[src/shared/dcem_pkg.sv]
// Constants shared by the channel event map: register map, field layout, resets
package dcem_pkg;
    localparam int CHANNELS = 64;
    localparam int CH_W = 6;
    localparam int ADDR_W = 12;
    localparam int DATA_W = 32;
    // Register byte offsets
    localparam logic [11:0] OFF_PEND_LO = 12'h000;
    localparam logic [11:0] OFF_PEND_HI = 12'h004;
    localparam logic [11:0] OFF_EN_LO = 12'h008;
    localparam logic [11:0] OFF_EN_HI = 12'h00C;
    localparam logic [11:0] OFF_SET_LO = 12'h010;
    localparam logic [11:0] OFF_SET_HI = 12'h014;
    localparam logic [11:0] OFF_IRQ_STS = 12'h018;
    localparam logic [11:0] OFF_IRQ_MASK = 12'h01C;
    localparam logic [11:0] OFF_STATE = 12'h020;
    localparam logic [11:0] OFF_PARAM_BASE = 12'h100;
    localparam logic [11:0] OFF_PARAM_LAST = 12'h1FC;
    // Interrupt status fields
    localparam int STS_W = 2;
    localparam int STS_OVERRUN = 0;
    localparam int STS_ISSUED = 1;
    // State register fields
    localparam int ST_BUSCELL = 0;
    localparam int ST_COPROC = 1;
    localparam int ST_TVALID = 2;
    localparam int ST_TCHAN_LSB = 8;
    // Fixed channel numbers of the event map
    localparam int CH_HOST = 0;
    localparam int CH_TMR0 = 1;
    localparam int CH_TMR1 = 2;
    localparam int CH_WIDE_REF = 3;
    localparam int CH_PIN4 = 4;
    localparam int CH_PIN0 = 8;
    localparam int CH_SER0_TX = 12;
    localparam int CH_SER0_RX = 13;
    localparam int CH_SER1_TX = 14;
    localparam int CH_SER1_RX = 15;
    localparam int CH_SER2_TX = 17;
    localparam int CH_SER2_RX = 18;
    localparam int CH_TMR2 = 19;
    localparam int CH_NARROW_REF = 20;
    localparam int CH_RESERVED = 21;
    localparam int CH_VIT_RX = 28;
    localparam int CH_VIT_TX = 29;
    localparam int CH_TURBO_RX = 30;
    localparam int CH_TURBO_TX = 31;
    localparam int CH_CELL_RX = 32;
    localparam int CH_CELL_TX = 40;
    localparam int CH_PIN8 = 48;
    // Reset values
    localparam logic [63:0] RST_PEND = 64'h0;
    localparam logic [63:0] RST_EN = 64'h0;
    localparam logic [1:0] RST_STS = 2'h0;
    localparam logic [1:0] RST_MASK = 2'h0;
endpackage

[src/design/dcem_top.sv]
// Channel event map: fixed event-to-channel wiring, pending latch, trigger issue
//
// How it works
// [RULE_01] Sixty-four channels, each wired to one fixed event, not software-assignable.
// [RULE_02] Events latch into pending even when that channel's enable bit is clear.
// [RULE_03] Each channel's priority comes from its own parameter memory entry.
// [RULE_04] Channel 0 fires on the host-port or bus-interface processor interrupt.
// [RULE_05] Channel 3 fires on the wide memory interface's SDRAM refresh event.
// [RULE_06] Channel 20 fires on the narrow memory interface's SDRAM refresh event.
// [RULE_07] Channels 4 to 7 fire on combined pin events 4 to 7.
// [RULE_08] Channels 12 to 15 fire on serial ports 0 and 1 transmit, receive.
// [RULE_09] Channels 17 and 18 fire on serial port 2 transmit and receive.
// [RULE_10] Channels 28 and 29 fire on Viterbi receive and transmit events.
// [RULE_11] Channels 30 and 31 fire on turbo receive and transmit events.
// [RULE_12] Channel 32 fires on cell receive, channel 40 on cell transmit.
// [RULE_13] Channel 21 is reserved with no event source connected.
// [RULE_14] Every channel also accepts chaining completion events from the transfer engine.
// [RULE_15] Without bus and cell interfaces, their events are never asserted.
// [RULE_16] Without decoding coprocessors, Viterbi and turbo events are never asserted.
// [RULE_17] Channels 1, 2 and 19 fire on timer 0, 1, 2 interrupts.
// [RULE_18] Channels 8-11 fire on pin events 0-3; 48-55 on pin events 8-15.
// [RULE_19] Channels 16, 22-27, 33-39, 41-47, 56-63 have inputs tied inactive.
`timescale 1ns/1ps
module dcem_top
(
    input wire logic clk,
    input wire logic sys_rst,
    input wire logic psel,
    input wire logic penable,
    input wire logic pwrite,
    input wire logic [11:0] paddr,
    input wire logic [31:0] pwdata,
    output logic [31:0] prdata,
    output logic pready,
    output logic pslverr,
    input wire logic has_bus_cell,
    input wire logic has_coproc,
    input wire logic host_port_evt,
    input wire logic bus_if_evt,
    input wire logic timer0_irq,
    input wire logic timer1_irq,
    input wire logic timer2_irq,
    input wire logic wide_sdram_refresh_evt,
    input wire logic narrow_sdram_refresh_evt,
    input wire logic pin0_evt,
    input wire logic pin1_evt,
    input wire logic pin2_evt,
    input wire logic pin3_evt,
    input wire logic pin4_combined_evt,
    input wire logic pin5_combined_evt,
    input wire logic pin6_combined_evt,
    input wire logic pin7_combined_evt,
    input wire logic [7:0] pin_hi_evt,
    input wire logic serial0_tx_evt,
    input wire logic serial0_rx_evt,
    input wire logic serial1_tx_evt,
    input wire logic serial1_rx_evt,
    input wire logic serial2_tx_evt,
    input wire logic serial2_rx_evt,
    input wire logic viterbi_rx_evt,
    input wire logic viterbi_tx_evt,
    input wire logic turbo_rx_evt,
    input wire logic turbo_tx_evt,
    input wire logic cell_rx_evt,
    input wire logic cell_tx_evt,
    input wire logic [63:0] chain_evt,
    output logic trig_valid,
    output logic [5:0] trig_chan,
    output logic trig_urgent,
    input wire logic trig_ready,
    output logic irq
);

    // Address match, shared by the read and write decoders
    function automatic logic dcem_hit(input logic [11:0] a, input logic [11:0] off);
        dcem_hit = (a[11:2] == off[11:2]);
    endfunction

    // Lowest-numbered set bit, with a found flag in the top bit
    function automatic logic [6:0] dcem_first(input logic [63:0] v);
        logic [6:0] r;
        r = 7'h00;
        for (int i = 63; i >= 0; i--)
        begin
            if (v[i])
            begin
                r = {1'b1, i[5:0]};
            end
        end
        dcem_first = r;
    endfunction

    logic [63:0] raw_evt;
    logic [63:0] evt_q;
    logic [63:0] evt_prev_q;
    logic [63:0] evt_rise;
    logic [63:0] pend_q;
    logic [63:0] pend_d;
    logic [63:0] en_q;
    logic [63:0] sw_set;
    logic [63:0] sw_clr;
    logic [63:0] issue_clr;
    logic [63:0] cand;
    logic [63:0] urgent_vec;
    logic param_urgent_q [64];
    logic buscell_q;
    logic coproc_q;
    logic [1:0] sts_q;
    logic [1:0] sts_d;
    logic [1:0] mask_q;
    logic [1:0] sts_evt;
    logic [6:0] pick_urgent;
    logic [6:0] pick_any;
    logic [6:0] pick;
    logic can_load;
    logic load;
    logic apb_setup;
    logic apb_wr;
    logic [31:0] rd_d;
    logic rd_err;
    logic [5:0] param_idx;
    logic param_hit;
    logic trig_valid_q;
    logic [5:0] trig_chan_q;
    logic trig_urgent_q;
    logic [31:0] prdata_q;
    logic pready_q;
    logic pslverr_q;
    logic irq_q;

    // Variant straps held in flops; reset leaves both peripherals absent
    always_ff @(posedge clk or posedge sys_rst)
    begin
        if (sys_rst)
        begin
            buscell_q <= 1'b0;
            coproc_q <= 1'b0;
        end
        else
        begin
            buscell_q <= has_bus_cell;
            coproc_q <= has_coproc;
        end
    end

    // Fixed event wiring; no register can move an event to another channel
    always_comb
    begin
        raw_evt = 64'h0; // RULE_19
        raw_evt[dcem_pkg::CH_HOST] = host_port_evt | (buscell_q & bus_if_evt); // RULE_04
        raw_evt[dcem_pkg::CH_TMR0] = timer0_irq; // RULE_17
        raw_evt[dcem_pkg::CH_TMR1] = timer1_irq; // RULE_17
        raw_evt[dcem_pkg::CH_TMR2] = timer2_irq; // RULE_17
        raw_evt[dcem_pkg::CH_WIDE_REF] = wide_sdram_refresh_evt; // RULE_05
        raw_evt[dcem_pkg::CH_NARROW_REF] = narrow_sdram_refresh_evt; // RULE_06
        raw_evt[dcem_pkg::CH_PIN4] = pin4_combined_evt; // RULE_07
        raw_evt[dcem_pkg::CH_PIN4 + 1] = pin5_combined_evt; // RULE_07
        raw_evt[dcem_pkg::CH_PIN4 + 2] = pin6_combined_evt; // RULE_07
        raw_evt[dcem_pkg::CH_PIN4 + 3] = pin7_combined_evt; // RULE_07
        raw_evt[dcem_pkg::CH_PIN0] = pin0_evt; // RULE_18
        raw_evt[dcem_pkg::CH_PIN0 + 1] = pin1_evt; // RULE_18
        raw_evt[dcem_pkg::CH_PIN0 + 2] = pin2_evt; // RULE_18
        raw_evt[dcem_pkg::CH_PIN0 + 3] = pin3_evt; // RULE_18
        raw_evt[dcem_pkg::CH_PIN8 +: 8] = pin_hi_evt; // RULE_18
        raw_evt[dcem_pkg::CH_SER0_TX] = serial0_tx_evt; // RULE_08
        raw_evt[dcem_pkg::CH_SER0_RX] = serial0_rx_evt; // RULE_08
        raw_evt[dcem_pkg::CH_SER1_TX] = serial1_tx_evt; // RULE_08
        raw_evt[dcem_pkg::CH_SER1_RX] = serial1_rx_evt; // RULE_08
        raw_evt[dcem_pkg::CH_SER2_TX] = serial2_tx_evt; // RULE_09
        raw_evt[dcem_pkg::CH_SER2_RX] = serial2_rx_evt; // RULE_09
        // Coprocessor and cell events gated off on variants that lack them
        raw_evt[dcem_pkg::CH_VIT_RX] = coproc_q & viterbi_rx_evt; // RULE_10 RULE_16
        raw_evt[dcem_pkg::CH_VIT_TX] = coproc_q & viterbi_tx_evt; // RULE_10 RULE_16
        raw_evt[dcem_pkg::CH_TURBO_RX] = coproc_q & turbo_rx_evt; // RULE_11 RULE_16
        raw_evt[dcem_pkg::CH_TURBO_TX] = coproc_q & turbo_tx_evt; // RULE_11 RULE_16
        raw_evt[dcem_pkg::CH_CELL_RX] = buscell_q & cell_rx_evt; // RULE_12 RULE_15
        raw_evt[dcem_pkg::CH_CELL_TX] = buscell_q & cell_tx_evt; // RULE_12 RULE_15
        raw_evt[dcem_pkg::CH_RESERVED] = 1'b0; // RULE_13
    end

    // Event sampling; a held level counts once, at its rising edge
    always_ff @(posedge clk or posedge sys_rst)
    begin
        if (sys_rst)
        begin
            evt_q <= 64'h0;
            evt_prev_q <= 64'h0;
        end
        else
        begin
            evt_q <= raw_evt; // RULE_01
            evt_prev_q <= evt_q;
        end
    end

    assign evt_rise = evt_q & ~evt_prev_q;

    // APB phases: answer is always one access cycle, no wait states
    assign apb_setup = psel & ~penable;
    assign apb_wr = psel & penable & pready_q & pwrite;
    assign param_hit = (paddr >= dcem_pkg::OFF_PARAM_BASE) && (paddr <= dcem_pkg::OFF_PARAM_LAST);
    assign param_idx = paddr[7:2];

    // Software strobes for pending set and write-one-to-clear
    always_comb
    begin
        sw_set = 64'h0;
        sw_clr = 64'h0;
        if (apb_wr && dcem_hit(paddr, dcem_pkg::OFF_SET_LO))
        begin
            sw_set[31:0] = pwdata;
        end
        if (apb_wr && dcem_hit(paddr, dcem_pkg::OFF_SET_HI))
        begin
            sw_set[63:32] = pwdata;
        end
        if (apb_wr && dcem_hit(paddr, dcem_pkg::OFF_PEND_LO))
        begin
            sw_clr[31:0] = pwdata;
        end
        if (apb_wr && dcem_hit(paddr, dcem_pkg::OFF_PEND_HI))
        begin
            sw_clr[63:32] = pwdata;
        end
    end

    // Trigger selection: urgent pending channels first, then lowest index
    always_comb
    begin
        for (int i = 0; i < 64; i++)
        begin
            urgent_vec[i] = param_urgent_q[i]; // RULE_03
        end
    end
    assign cand = pend_q & en_q;
    assign pick_urgent = dcem_first(cand & urgent_vec); // RULE_03
    assign pick_any = dcem_first(cand);
    assign pick = pick_urgent[6] ? pick_urgent : pick_any;
    assign can_load = ~trig_valid_q | trig_ready;
    assign load = can_load & pick[6];

    always_comb
    begin
        issue_clr = 64'h0;
        if (load)
        begin
            issue_clr[pick[5:0]] = 1'b1;
        end
    end

    // Pending latch ignores the enable; a new event beats a same-cycle clear
    assign pend_d = (pend_q & ~(sw_clr | issue_clr)) | evt_rise | chain_evt | sw_set; // RULE_02 RULE_14

    always_ff @(posedge clk or posedge sys_rst)
    begin
        if (sys_rst)
        begin
            pend_q <= dcem_pkg::RST_PEND;
        end
        else
        begin
            pend_q <= pend_d; // RULE_02
        end
    end

    // Enable registers, only gate issue and never the latch
    always_ff @(posedge clk or posedge sys_rst)
    begin
        if (sys_rst)
        begin
            en_q <= dcem_pkg::RST_EN;
        end
        else if (apb_wr && dcem_hit(paddr, dcem_pkg::OFF_EN_LO))
        begin
            en_q[31:0] <= pwdata;
        end
        else if (apb_wr && dcem_hit(paddr, dcem_pkg::OFF_EN_HI))
        begin
            en_q[63:32] <= pwdata;
        end
    end

    // Per-channel parameter priority entries, one independent bit each
    always_ff @(posedge clk or posedge sys_rst)
    begin
        if (sys_rst)
        begin
            for (int i = 0; i < 64; i++)
            begin
                param_urgent_q[i] <= 1'b0;
            end
        end
        else if (apb_wr && param_hit)
        begin
            param_urgent_q[param_idx] <= pwdata[0]; // RULE_03
        end
    end

    // Trigger output held until the transfer engine takes it
    always_ff @(posedge clk or posedge sys_rst)
    begin
        if (sys_rst)
        begin
            trig_valid_q <= 1'b0;
            trig_chan_q <= 6'h00;
            trig_urgent_q <= 1'b0;
        end
        else if (can_load)
        begin
            trig_valid_q <= pick[6];
            trig_chan_q <= pick[5:0];
            trig_urgent_q <= pick_urgent[6]; // RULE_03
        end
    end

    // Sticky interrupt status; events win over a write-one clear
    assign sts_evt[dcem_pkg::STS_OVERRUN] = |((evt_rise | chain_evt) & pend_q);
    assign sts_evt[dcem_pkg::STS_ISSUED] = load;
    always_comb
    begin
        sts_d = sts_q;
        if (apb_wr && dcem_hit(paddr, dcem_pkg::OFF_IRQ_STS))
        begin
            sts_d = sts_q & ~pwdata[1:0];
        end
        sts_d = sts_d | sts_evt;
    end

    always_ff @(posedge clk or posedge sys_rst)
    begin
        if (sys_rst)
        begin
            sts_q <= dcem_pkg::RST_STS;
            mask_q <= dcem_pkg::RST_MASK;
            irq_q <= 1'b0;
        end
        else
        begin
            sts_q <= sts_d;
            if (apb_wr && dcem_hit(paddr, dcem_pkg::OFF_IRQ_MASK))
            begin
                mask_q <= pwdata[1:0];
            end
            irq_q <= |(sts_d & mask_q); // Mask change shows one cycle later
        end
    end

    // Read mux, unmapped addresses answer with an error and zero data
    always_comb
    begin
        rd_d = 32'h0;
        rd_err = 1'b0;
        if (dcem_hit(paddr, dcem_pkg::OFF_PEND_LO))
        begin
            rd_d = pend_q[31:0];
        end
        else if (dcem_hit(paddr, dcem_pkg::OFF_PEND_HI))
        begin
            rd_d = pend_q[63:32];
        end
        else if (dcem_hit(paddr, dcem_pkg::OFF_EN_LO))
        begin
            rd_d = en_q[31:0];
        end
        else if (dcem_hit(paddr, dcem_pkg::OFF_EN_HI))
        begin
            rd_d = en_q[63:32];
        end
        else if (dcem_hit(paddr, dcem_pkg::OFF_SET_LO) || dcem_hit(paddr, dcem_pkg::OFF_SET_HI))
        begin
            rd_d = 32'h0;
        end
        else if (dcem_hit(paddr, dcem_pkg::OFF_IRQ_STS))
        begin
            rd_d[1:0] = sts_q;
        end
        else if (dcem_hit(paddr, dcem_pkg::OFF_IRQ_MASK))
        begin
            rd_d[1:0] = mask_q;
        end
        else if (dcem_hit(paddr, dcem_pkg::OFF_STATE))
        begin
            rd_d[dcem_pkg::ST_BUSCELL] = buscell_q;
            rd_d[dcem_pkg::ST_COPROC] = coproc_q;
            rd_d[dcem_pkg::ST_TVALID] = trig_valid_q;
            rd_d[dcem_pkg::ST_TCHAN_LSB +: 6] = trig_chan_q;
        end
        else if (param_hit)
        begin
            rd_d[0] = param_urgent_q[param_idx];
        end
        else
        begin
            rd_err = 1'b1;
        end
    end

    // APB answer registered in the setup cycle, shown for one access cycle
    always_ff @(posedge clk or posedge sys_rst)
    begin
        if (sys_rst)
        begin
            prdata_q <= 32'h0;
            pready_q <= 1'b0;
            pslverr_q <= 1'b0;
        end
        else
        begin
            pready_q <= apb_setup;
            pslverr_q <= apb_setup & rd_err;
            prdata_q <= (apb_setup & ~pwrite) ? rd_d : 32'h0;
        end
    end

    assign prdata = prdata_q;
    assign pready = pready_q;
    assign pslverr = pslverr_q;
    assign trig_valid = trig_valid_q;
    assign trig_chan = trig_chan_q;
    assign trig_urgent = trig_urgent_q;
    assign irq = irq_q;
endmodule

[config.mk]
export PLATFORM = sky130hd
export DESIGN_NAME = dcem_top
export DESIGN_NICKNAME = d
export VERILOG_FILES = /design/src/shared/dcem_pkg.sv /design/src/design/dcem_top.sv
export SDC_FILE = /design/constraint.sdc
export NUM_CORES = 1
export LEC_CHECK = 0
export BUFFER_PORTS_ARGS = -buffer_cell sky130_fd_sc_hd__buf_2
export CORE_MARGIN = 4
export CORE_UTILIZATION = 36
export CTS_BUF_LIST = sky130_fd_sc_hd__clkbuf_4 sky130_fd_sc_hd__clkbuf_8
export DETAILED_ROUTE_END_ITERATION = 6
export GPL_ROUTABILITY_DRIVEN = 0
export PLACE_DENSITY = 0.63
export REMOVE_ABC_BUFFERS = 1
export SYNTH_ARGS = -nofsm -noshare
export SYNTH_HDL_FRONTEND = slang
export SYNTH_SLANG_ARGS = --single-unit
[constraint.sdc]
create_clock -name clk -period 21.7 [get_ports clk]
set_input_delay 2.17 -clock clk [delete_from_list [all_inputs] [get_ports clk]]
set_output_delay 2.17 -clock clk [all_outputs]
set_load 0.03 [all_outputs]
* Word-level counts from Yosys, hierarchy flattened
Cells that the tools add are included.
** Storage, ports and cells
- Flip-flop bits (word level) :: 309
- Bits in latches :: 0
- Memory bits (writable) :: 0
- ROM bits :: 0
- Input port bits :: 151
- Output and inout bits :: 43
- Word-level logic and storage cells :: 317
- Memories kept :: 0
** Operators by class
- Add/subtract/negate cells :: 0
- Multiply operators :: 0
- Divide/modulo/power cells :: 0
- $lt $le $gt $ge :: 6
- Eq/ne operators :: 8
- Shifts and indexed selects :: 0
- Multiplexer cells :: 169
- Bitwise gates (word level) :: 37
- Reductions and logical operators :: 17
** Operator list (count)
- $mux W7 :: 129
- $or A64 B64 Y64 :: 5
- $mux W32 :: 9
- $and A64 B64 Y64 :: 4
- $and A56 B64 Y64 :: 1
- $bwmux W64 :: 1
- $mux W64 :: 1
- $not A56 Y64 :: 1
- $not A64 Y64 :: 1
- $reduce_or A64 Y1 :: 1
- $eq A10 B3 Y1 const B :: 4
- $mux W6 :: 4
- $eq A10 B2 Y1 const B :: 2
- $mux W1 :: 17
- $and A1 B1 Y1 :: 14
- $demux W1 S6 :: 2
- $ge A12 B9 Y1 const B :: 1
- $le A12 B9 Y1 const B :: 1
- $logic_and A1 B1 Y1 :: 12
- $eq A10 B1 Y1 const B :: 1
- $eq A10 B4 Y1 const B :: 1
- $logic_not A10 Y1 :: 1
- $mux W2 :: 4
- $ge A7 B7 Y1 const B :: 1
- 14 further kinds :: 19

* Depth between registers and ports, before layout
Gate-level depths: netlist of the first run.
- Depth after elaboration :: 78
- Gate-level depth with buffers :: 12
- Mapped depth without buffers :: 9

* Worst setup path before layout of the first run
Ideal clock, no wire load.
- Path type :: input to register
- From :: in paddr[2]
- To :: reg prdata_q[0], in the netlist prdata[0]
- Setup time :: 137 ps
- Data arrival time :: 4896 ps
- Required time :: 21563 ps
- Path slack :: 16667 ps
- Cell stages on the path :: 8
- Path buffers :: 2
- Cells stage by stage :: clkbuf_1 buf_1 mux4_2 mux4_2 mux4_2 a221o_1 nand2_1 a31oi_1
** Between the ends
- Cells in the longest elaborated chain, start to end :: 14
- Elaborated cells on any way between the ends :: 27
- Those cells by class :: order compare (2); eq/ne (8); mux (13); bitwise (1); reduce/logical (3)
** RTL lines
- start: declaration :: RTL line dcem_top.sv:31 : input wire logic [11:0] paddr,
- $not A6 Y7 (implied by the code) :: RTL line dcem_top.sv:390 : rd_d[0] = param_urgent_q[param_idx];
- $bmux W1 S6 :: RTL line dcem_top.sv:390
- $mux W1 (implied by the code) (2 in series) :: RTL line dcem_top.sv:390
- $mux W1 :: RTL line dcem_top.sv:388 : else if (param_hit)
- $mux W1 :: RTL line dcem_top.sv:381 : else if (dcem_hit(paddr, dcem_pkg::OFF_STATE))
- $mux W2 :: RTL line dcem_top.sv:377 : else if (dcem_hit(paddr, dcem_pkg::OFF_IRQ_MASK))
- $mux W2 :: RTL line dcem_top.sv:373 : else if (dcem_hit(paddr, dcem_pkg::OFF_IRQ_STS))
- $mux W3 :: RTL line dcem_top.sv:369 : else if (dcem_hit(paddr, dcem_pkg::OFF_SET_LO) || dcem_hit(paddr, dcem_pkg::OFF_SET_HI))
- $mux W32 :: RTL line dcem_top.sv:365 : else if (dcem_hit(paddr, dcem_pkg::OFF_EN_HI))
- $mux W32 :: RTL line dcem_top.sv:361 : else if (dcem_hit(paddr, dcem_pkg::OFF_EN_LO))
- $mux W32 :: RTL line dcem_top.sv:357 : else if (dcem_hit(paddr, dcem_pkg::OFF_PEND_HI))
- $mux W32 * :: RTL line dcem_top.sv:353 : if (dcem_hit(paddr, dcem_pkg::OFF_PEND_LO))
- $mux W32 * :: RTL line dcem_top.sv:411 : prdata_q <= (apb_setup & ~pwrite) ? rd_d : 32'h0;
- end signal: assignment :: RTL line dcem_top.sv:411
- end: declaration :: RTL line dcem_top.sv:126 : logic [31:0] prdata_q;
Every way passes the cells marked *; elsewhere a longest branch is shown, timed or not. The select of a mux whose other input is x is not followed.
A chain may end at the register's enable or synchronous reset.

* Worst setup path in the final report of the first run
- From :: in paddr[2]
- To :: reg pend_q[29]
** Between the ends
- Cells in the longest elaborated chain, start to end :: 9
- Elaborated cells on any way between the ends :: 12
- Those cells by class :: eq/ne (1); mux (2); bitwise (6); reduce/logical (3)
** RTL lines
- $logic_not A10 Y1 :: RTL line dcem_top.sv:76 : dcem_hit = (a[11:2] == off[11:2]);
- $logic_and A1 B1 Y1 :: RTL line dcem_top.sv:217 : if (apb_wr && dcem_hit(paddr, dcem_pkg::OFF_PEND_LO))
- $mux W32 :: RTL line dcem_top.sv:217
- $or A64 B64 Y64 :: RTL line dcem_top.sv:252 : assign pend_d = (pend_q & ~(sw_clr | issue_clr)) | evt_rise | chain_evt | sw_set;
- $not A64 Y64 :: RTL line dcem_top.sv:252
- $and A64 B64 Y64 :: RTL line dcem_top.sv:252
- $or A64 B64 Y64 (2 in series) :: RTL line dcem_top.sv:252
- $or A64 B64 Y64 * :: RTL line dcem_top.sv:252
- via pend_d[29] :: RTL line dcem_top.sv:98 : logic [63:0] pend_d;
- end signal: assignment :: RTL line dcem_top.sv:258 : pend_q <= dcem_pkg::RST_PEND;
- end signal: assignment :: RTL line dcem_top.sv:262 : pend_q <= pend_d;
- end: declaration :: RTL line dcem_top.sv:97 : logic [63:0] pend_q;
Mark *: on every way through the listed nets, which the timed path passes. The rest lies on a longest branch.

==> reports/qor.csv, run 1 <==
metric,value,unit
fin_crit,4.50,ns
placed_area,17900,µm²
r2r_setup_slack,17.22,ns
synth-simple-area-share,0.183,
power_frac_clock,0.474,
synth_compound_area_frac,0.197,
hold_buffers,0,
route.final.wire_length,66.6,mm
port-buffer-count,193,
fin_nets,1944,
setup_viol,0,
p_switching,0.319,mW
cts_buffers,54,
p_seq_frac,0.460,
r2r_start,pend_q[43],
synth_xor_area_frac,0,
die_w,221,µm
yosysTopAreaCell,dfrtp_1,
rsz0062_at_grt,false,
crit_fanout,34,
post_synth_main_area_contributors,"dfrtp_1, mux2_2, nand2_1, nand3_1, mux4_2",
leakage,8.84,nW
crit_path_start,paddr[2],
grtUsageTotal,0.260,
clk_pin_slew,0.06,ns
syn_area,16300,µm²
skew,0.0576,ns
status,"finished, final reports clean",
cts-root-buf,clkbuf_8,
drv_slew,0,
clk_latency,0.67,ns
floorplan.rows,77,
synth_ff_type,dfrtp_1,
gr-total-overflow,0,
die_y,221,µm
drc,0,
grt_pass1_wl,97.8,mm
seq_area_frac_synth,0.473,
synth_fa_ha_area_frac,0,
hold_viol,0,
period_share,0.207,
firstDrtPassIters,7,
antenna_left,0,
final_cell_area,19200,µm²
hpwl,48.8,mm
start_util,0.367,
core,44500,µm²
end_kind,register,
ff2ff_path_depth,9,
switching_share,0.248,
syn_to_final_growth,17.4,%
cts_resized,0,
slew_headroom,0.260,
vias,15500,
muxShareOfSynthArea,0.119,
drtIter0Drc,2333,
async_flop_share,1.00,
grt_pass1_vias,15300,
post_synth.cell_area_avg,10.2,µm²
synth_most_common_cell,dfrtp_1,
yosys_register_bits,309,
synth-edff-count,0,
syn_inst,1608,
worstPathRequired,22.23,ns
postCtsSetupBuffers,0,
ctsLongestPathBuffers,3,
yosysWarnings,0,
max_freq,222,MHz
antenna_cells,0,
worstMarginPinSlew,1.11,ns
vias_per_cell,6.40,
ir_drop,0.0412,mV
start_kind,primary input,
synth_common_cells,"dfrtp_1, nand2_1, mux2_2, nand3_1, clkbuf_1",
power.density,67.2,nW/µm²
clkSinkCount,309,
avgRoutedWirePerCell,27.4,µm
grt_max_degree,94,
synth_top_family_by_area,compound AO/OA/AOI/OAI gates,
reg2reg_to,pend_q[4],
cts_htree_levels,2,
drv_cap,0,
cp.arrival,5.03,ns
boundaryPins,194,
synth_top_area_frac,0.473,
hp-class,register to register,
antenna_found_initial,0,
dieArea,48900,µm²
p_comb_frac,0.066,
path_class,primary input to register,
setup.worst_path.end,pend_q[29],
tns,0,ns
cts_tree,built,
layout-drive-gt1-share,0.274,
synth_cell_type_count,75,
p_int,0.970,mW
cells by family (layout without fill, tap and decap cells):
kind of cell,Yosys count,count (layout)
compound gates,439,439
buf+inv,113,342
flops,309,309
mux,152,152
simple gates,595,595
cell type report:
cell class                 count  area, µm²
clock buffer                  89       1140
timing repair buffer         211       1100
clock inverter                11        121
tap                          592        741
sequential                   309       7730
inverter                      31        124
multi-input combinational   1186       8210
fill                        4354      25300
per-layer routing:
metal	GRT usage	wire [µm]	up-vias
met5	0	0	-
met4	0.142	4250	0
met3	0.0808	8330	257
met2	0.380	28300	1140
met1	0.344	25700	7595
li1	-	-	6546
layout by cell type (no fill, tap or decap), drive strengths merged, types with 9 or more instances in the layout:
master  instances
nand2         202
mux2          131
buf           211
a21o           36
mux4           21
a211oi         11
o21ai          51
a221o          16
a22oi          47
a31oi           9
o211ai         28
and2           19
o22ai          22
nor4            9
nor3           51
or3            13
nand3         111
a221oi         46
dfrtp         309
nor2           77
a21boi         21
inv            34
a22o           22
and3           25
a222oi         12
a21oi          67
clkbuf         89
nand4          32
nor2b          11
worst max-delay path, cell delays in order:
cell      delay (ns)
buf_2           0.35
nor3_1          0.74
nand2_1         0.12
buf_4           0.27
nor2_2          0.28
buf_4           0.43
a21boi_0        0.19
a221oi_1        0.31
nand2_1         0.10
power by group through the flow:
| stage | sequential [mW] | combinational [mW] | clock, mW |
|---|---|---|---|
| floorplan | 0.604 | 0.0338 | 0 |
| global placement | 0.603 | 0.0825 | 0 |
| detailed placement | 0.603 | 0.0836 | 0 |
| CTS | 0.593 | 0.0838 | 0.623 |
| global route | 0.594 | 0.0913 | 0.649 |
| finish | 0.593 | 0.0847 | 0.612 |
stage by stage:
stage	power, mW	worst slack [ns]	hold WS [ns]	utilization	instances
after floorplan	0.638	10.99	0.347	-	1526
after global placement	0.685	16.71	0.352	0.402	2329
after detailed placement	0.687	16.59	0.362	0.402	2329
after CTS	1.30	17.29	0.360	0.431	2429
after global routing	1.33	16.97	0.366	0.431	2429
final	1.29	17.20	0.358	0.431	2429
registers in the layout, summed over array words and instances, names as in the netlist, 2 cells and up:
register,flops
param_urgent_q,64
mask_q,2
prdata,32
en_q,64
trig_chan,6
pend_q,64
evt_prev_q,34
evt_q,34
sts_q,2
worst min path at each step:
stage | from | to | depth (start not counted)
floorplan | evt_q[12] | evt_prev_q[12] | 0
global placement | evt_q[14] | evt_prev_q[14] | 0
detailed placement | evt_q[6] | evt_prev_q[6] | 0
CTS | evt_q[18] | evt_prev_q[18] | 0
global route | evt_q[18] | evt_prev_q[18] | 0
finish | evt_q[18] | evt_prev_q[18] | 0
Power figures use the tool's default switching activity.
==> run 2: changes to the inputs <==
- clock period: 21.7 -> 4.6 ns (I/O delays scaled with it)
==> reports/qor.csv, run 2 (same netlist as run 1, synthesis figures left out) <==
metric,value,unit
status,"finished, violations left",
violations,DRC,
clk_latency,0.67,ns
final_cell_mix,"dfrtp_1, nand2_1, buf_2, mux2_2, nand3_1",
cp_common_cell,nand3_1,
grtUsageTotal,0.277,
placed_area,18100,µm²
cts-root-buf,clkbuf_8,
critPathMaxStageDelay,0.54,ns
slowest_stage,dfrtp_1,
grt_pass1_vias,15900,
drc,11,
hp-class,primary input to register,
ctsLongestPathBuffers,3,
leakage,9.03,nW
ir_drop,0.192,mV
top_regs,"en_q: 64 flops, param_urgent_q: 64 flops, pend_q: 64 flops",
crit_fanout,9,
place_inst,2352,
grt_max_degree,143,
vias_per_cell,6.57,
grt_pass1_wl,103,mm
use_met1,0.359,
start_util,0.367,
met3_usage,0.105,
ff2ff_path_depth,10,
port-buffer-count,193,
die_w,221,µm
core,44500,µm²
hold_viol,0,
floorplan.rows,77,
period_share,0.899,
crit_chain,"nand3_1, nand4_1, nor4_2, and4_1, o211ai_1, a22oi_2, nand3_1, buf_4, o311ai_0, nand2_1",
min_to,evt_q[31],
setup_viol,0,
slew_headroom,0.157,
clkSinkCount,309,
dieArea,48900,µm²
hpwl,52.1,mm
route.final.wire_length,70.8,mm
worstMarginPinSlew,1.26,ns
drtIter0Drc,2861,
tns,0,ns
worstPathBufferInverterCount,1,
grt.busiest_layer,met2,
drv_cap,0,
die_y,221,µm
cts_buffers,52,
syn_to_final_growth,19.9,%
layout-drive-gt1-share,0.275,
reg2reg_to,pend_q[6],
postCtsSetupBuffers,0,
crit_family,simple AND/OR/NAND/NOR gates,
vias,16300,
worstPathRequired,5.13,ns
avgRoutedWirePerCell,28.5,µm
cts_htree_levels,2,
fin_util,0.440,
met2_usage,0.408,
r2r_setup_slack,0.47,ns
dp_slack,0.713,ns
drv_slew,0,
firstDrtPassIters,7,
layout.cells.non_filler,2485,
hp-start,turbo_tx_evt,
finalPower,5.95,mW
whs,0.0215,ns
layout.cells.most_common,dfrtp_1,
end_kind,register,
cp.arrival,4.67,ns
cts_tree,built,
antenna_left,0,
clk_pin_slew,0.06,ns
fin_crit,4.13,ns
skew,0.0568,ns
start_kind,register,
power.density,304,nW/µm²
r2r_start,pend_q[17],
boundaryPins,194,
path_class,register to register,
max_freq,242,MHz
antenna_found_initial,2,
final_cell_area,19600,µm²
hold_depth,2,
worst_slack,0.467,ns
gr-total-overflow,0,
rsz0062_at_grt,false,
fin_nets,1999,
[run 2: changes by cell type in the layout (fill, tap and decap cells not counted), sizes merged, moves of 4 or more]
cell | before | now
dlygate4sd3 | 0 | 34
clkbuf | 89 | 85
diode | 0 | 5
buf | 211 | 234
[run 2: layer usage]
metal | up-vias | routed length [µm]
li1 | 6654 | -
met1 | 7927 | 26000
met2 | 1412 | 29700
met3 | 323 | 10500
met4 | 0 | 4730
met5 | - | 0
[run 2: final cells by class]
cell class | count | area (µm²)
Tap cell | 592 | 741
Clock buffer | 85 | 1060
Inverter | 31 | 124
Timing Repair Buffer | 268 | 1640
Multi-Input combinational cell | 1186 | 8200
Fill cell | 4238 | 24900
Sequential cell | 309 | 7730
Clock inverter | 9 | 82.6
Antenna cell | 5 | 12.5
[run 2: worst max-delay path by stage]
stage | startpoint | to | slack (ns) | cells after the start
2_1_floorplan | sys_rst | buscell_q | -4.40 | 1
3_3_place_gp | pend_q[29] | pend_q[4] | 0.77 | 10
3_5_place_dp | pend_q[29] | pend_q[6] | 0.71 | 10
4_1_cts | pend_q[17] | pend_q[14] | 0.73 | 10
5_1_grt | pend_q[29] | pend_q[14] | 0.38 | 10
6_report | pend_q[17] | pend_q[6] | 0.47 | 10
[run 2: report_power, final]
group	switching, mW	internal, mW
clock network	1.19	1.51
registers	0.0323	2.77
logic	0.305	0.147
[run 2: timing repair]
action                    in CTS  in global routing
hold buffers                  34                  0
resized for setup              0                  0
hold endpoints to repair      34                  0
[run 2: worst reg2reg max path: stages (launching register included)]
cell and delay [ns]:
dfrtp_1 0.54, nand3_1 0.31, nand4_1 0.26, nor4_2 0.52
and4_1 0.43, o211ai_1 0.16, a22oi_2 0.31, nand3_1 0.50
buf_4 0.40, o311ai_0 0.46, nand2_1 0.10
==> run 3: changes to the inputs <==
- clock period: 4.6 -> 4.8 ns (I/O delays scaled with it)
==> reports/qor.csv, run 3 (same netlist as run 1, synthesis figures left out) <==
metric,value,unit
status,"finished, violations left",
violations,hold timing,
crit_fanout,9,
firstDrtPassIters,7,
port-buffer-count,193,
path_class,register to register,
rsz0062_at_grt,false,
avgRoutedWirePerCell,28.6,µm
layout-drive-gt1-share,0.271,
worstPathRequired,5.29,ns
gr-total-overflow,0,
cts_buffers,52,
grt_pass1_wl,103,mm
postCtsSetupBuffers,0,
grt.busiest_layer,met2,
grt_pass1_vias,15700,
drc,0,
cts_tree,built,
top_regs,"en_q: 64 flops, param_urgent_q: 64 flops, pend_q: 64 flops",
core,44500,µm²
crit_chain,"nand3_1, nand4_1, nor4_1, and4_1, o211ai_1, a22oi_2, nand3_1, buf_4, o311ai_0, nand2_1",
max_freq,229,MHz
slew_headroom,0.214,
die_w,221,µm
whs,-0.00506,ns
route.final.wire_length,70.5,mm
vias,16200,
final_cell_mix,"dfrtp_1, nand2_1, buf_2, mux2_2, nand3_1",
start_util,0.367,
power.density,303,nW/µm²
tns,0,ns
boundaryPins,194,
ctsLongestPathBuffers,3,
fill_cells,4294,
end_kind,register,
final_cell_area,19500,µm²
clk_pin_slew,0.07,ns
fin_crit,4.37,ns
antenna_left,0,
placed_area,18000,µm²
drtIter0Drc,2949,
clk_latency,0.62,ns
fin_nets,1980,
syn_to_final_growth,19.5,%
hold_viol,2,
drv_slew,0,
setup_viol,0,
crit_family,simple AND/OR/NAND/NOR gates,
worstMarginPinSlew,1.17,ns
clkSinkCount,309,
antenna_cells,0,
hpwl,51.7,mm
critPathMaxStageDelay,0.81,ns
slowest_stage,nor4_1,
start_kind,register,
leakage,8.98,nW
die_y,221,µm
layout.cells.most_common,dfrtp_1,
layout.cells.non_filler,2461,
dieArea,48900,µm²
use_met1,0.365,
cp_common_cell,nand3_1,
period_share,0.909,
ir_drop,0.197,mV
grt_max_degree,118,
hp-class,primary input to async pin,
drv_cap,0,
floorplan.rows,77,
grtUsageTotal,0.276,
worstPathBufferInverterCount,1,
cts-root-buf,clkbuf_8,
place_inst,2338,
skew,0.0204,ns
met3_usage,0.0946,
antenna_found_initial,3,
cts_htree_levels,2,
cp.arrival,4.85,ns
met2_usage,0.410,
vias_per_cell,6.56,
run 3: cell count changes in the layout (fill, tap and decap cells not counted), moves of 5 or more:
cell           previous run  this run
bufinv_16                 1         6
dlygate4sd3_1            34        29
clkbuf_4                 18         6
clkinv_2                  5        10
diode_2                   5         0
buf_4                    39        26
run 3: stage by stage:
step,total power [mW],utilization,setup slack [ns],hold WS (ns)
4_1_cts,5.92,0.438,0.636,0.0427
5_1_grt,6.09,0.438,0.360,0.0563
2_1_floorplan,2.88,-,-4.22,0.347
3_5_place_dp,3.12,0.404,0.653,0.356
3_3_place_gp,3.12,0.404,0.711,0.355
6_report,5.91,0.438,0.434,-0.00506
run 3: final cells by class:
class                           instances  area, µm²  area share
Inverter                               31        124     0.00635
Clock inverter                         20        263      0.0135
Sequential cell                       309       7730       0.396
Clock buffer                           74        981      0.0503
Multi-Input combinational cell       1186       8200       0.420
Timing Repair Buffer                  249       1470      0.0754
Tap cell                              592        741      0.0380
run 3: worst paths after layout:
path / startpoint / endpoint / slack (ns) / depth (start not counted)
min in group clk: host_port_evt / evt_q[0] / 0.07 / 2
max in group asynchronous: sys_rst / en_q[31] / 3.47 / 3
min reg2reg: evt_q[14] / evt_prev_q[14] / 0.36 / 0
max reg2reg: pend_q[53] / pend_q[4] / 0.43 / 10
max: pend_q[53] / pend_q[4] / 0.43 / 10
min: sys_rst / evt_q[5] / -0.005 / 2
run 3: report_power, final:
part           total, mW  leakage (nW)  switching (mW)  internal (mW)
clock network       2.80         0.649            1.16           1.65
logic              0.424          4.51           0.289          0.135
registers           2.68          3.82          0.0303           2.65
total               5.91          8.98            1.48           4.43
run 3: repair_timing:
item / CTS / global route
hold endpoints to repair: 29 / 0
gates resized for setup: 0 / 0
hold buffers: 29 / 0
run 3: layer usage:
metal	vias to the layer above	share of wire
met2	1384	0.42
met3	311	0.14
met5	-	0.00033
li1	6591	-
met4	4	0.065
met1	7865	0.38
run 3: worst reg2reg max path, delay by kind of cell, from the launching register on:
family,cells,cell delay (ns)
AND/OR/NAND/NOR,6,2.27
AO/OA/AOI/OAI,3,1.03
buffers and inverters,1,0.42
flip-flops,1,0.49
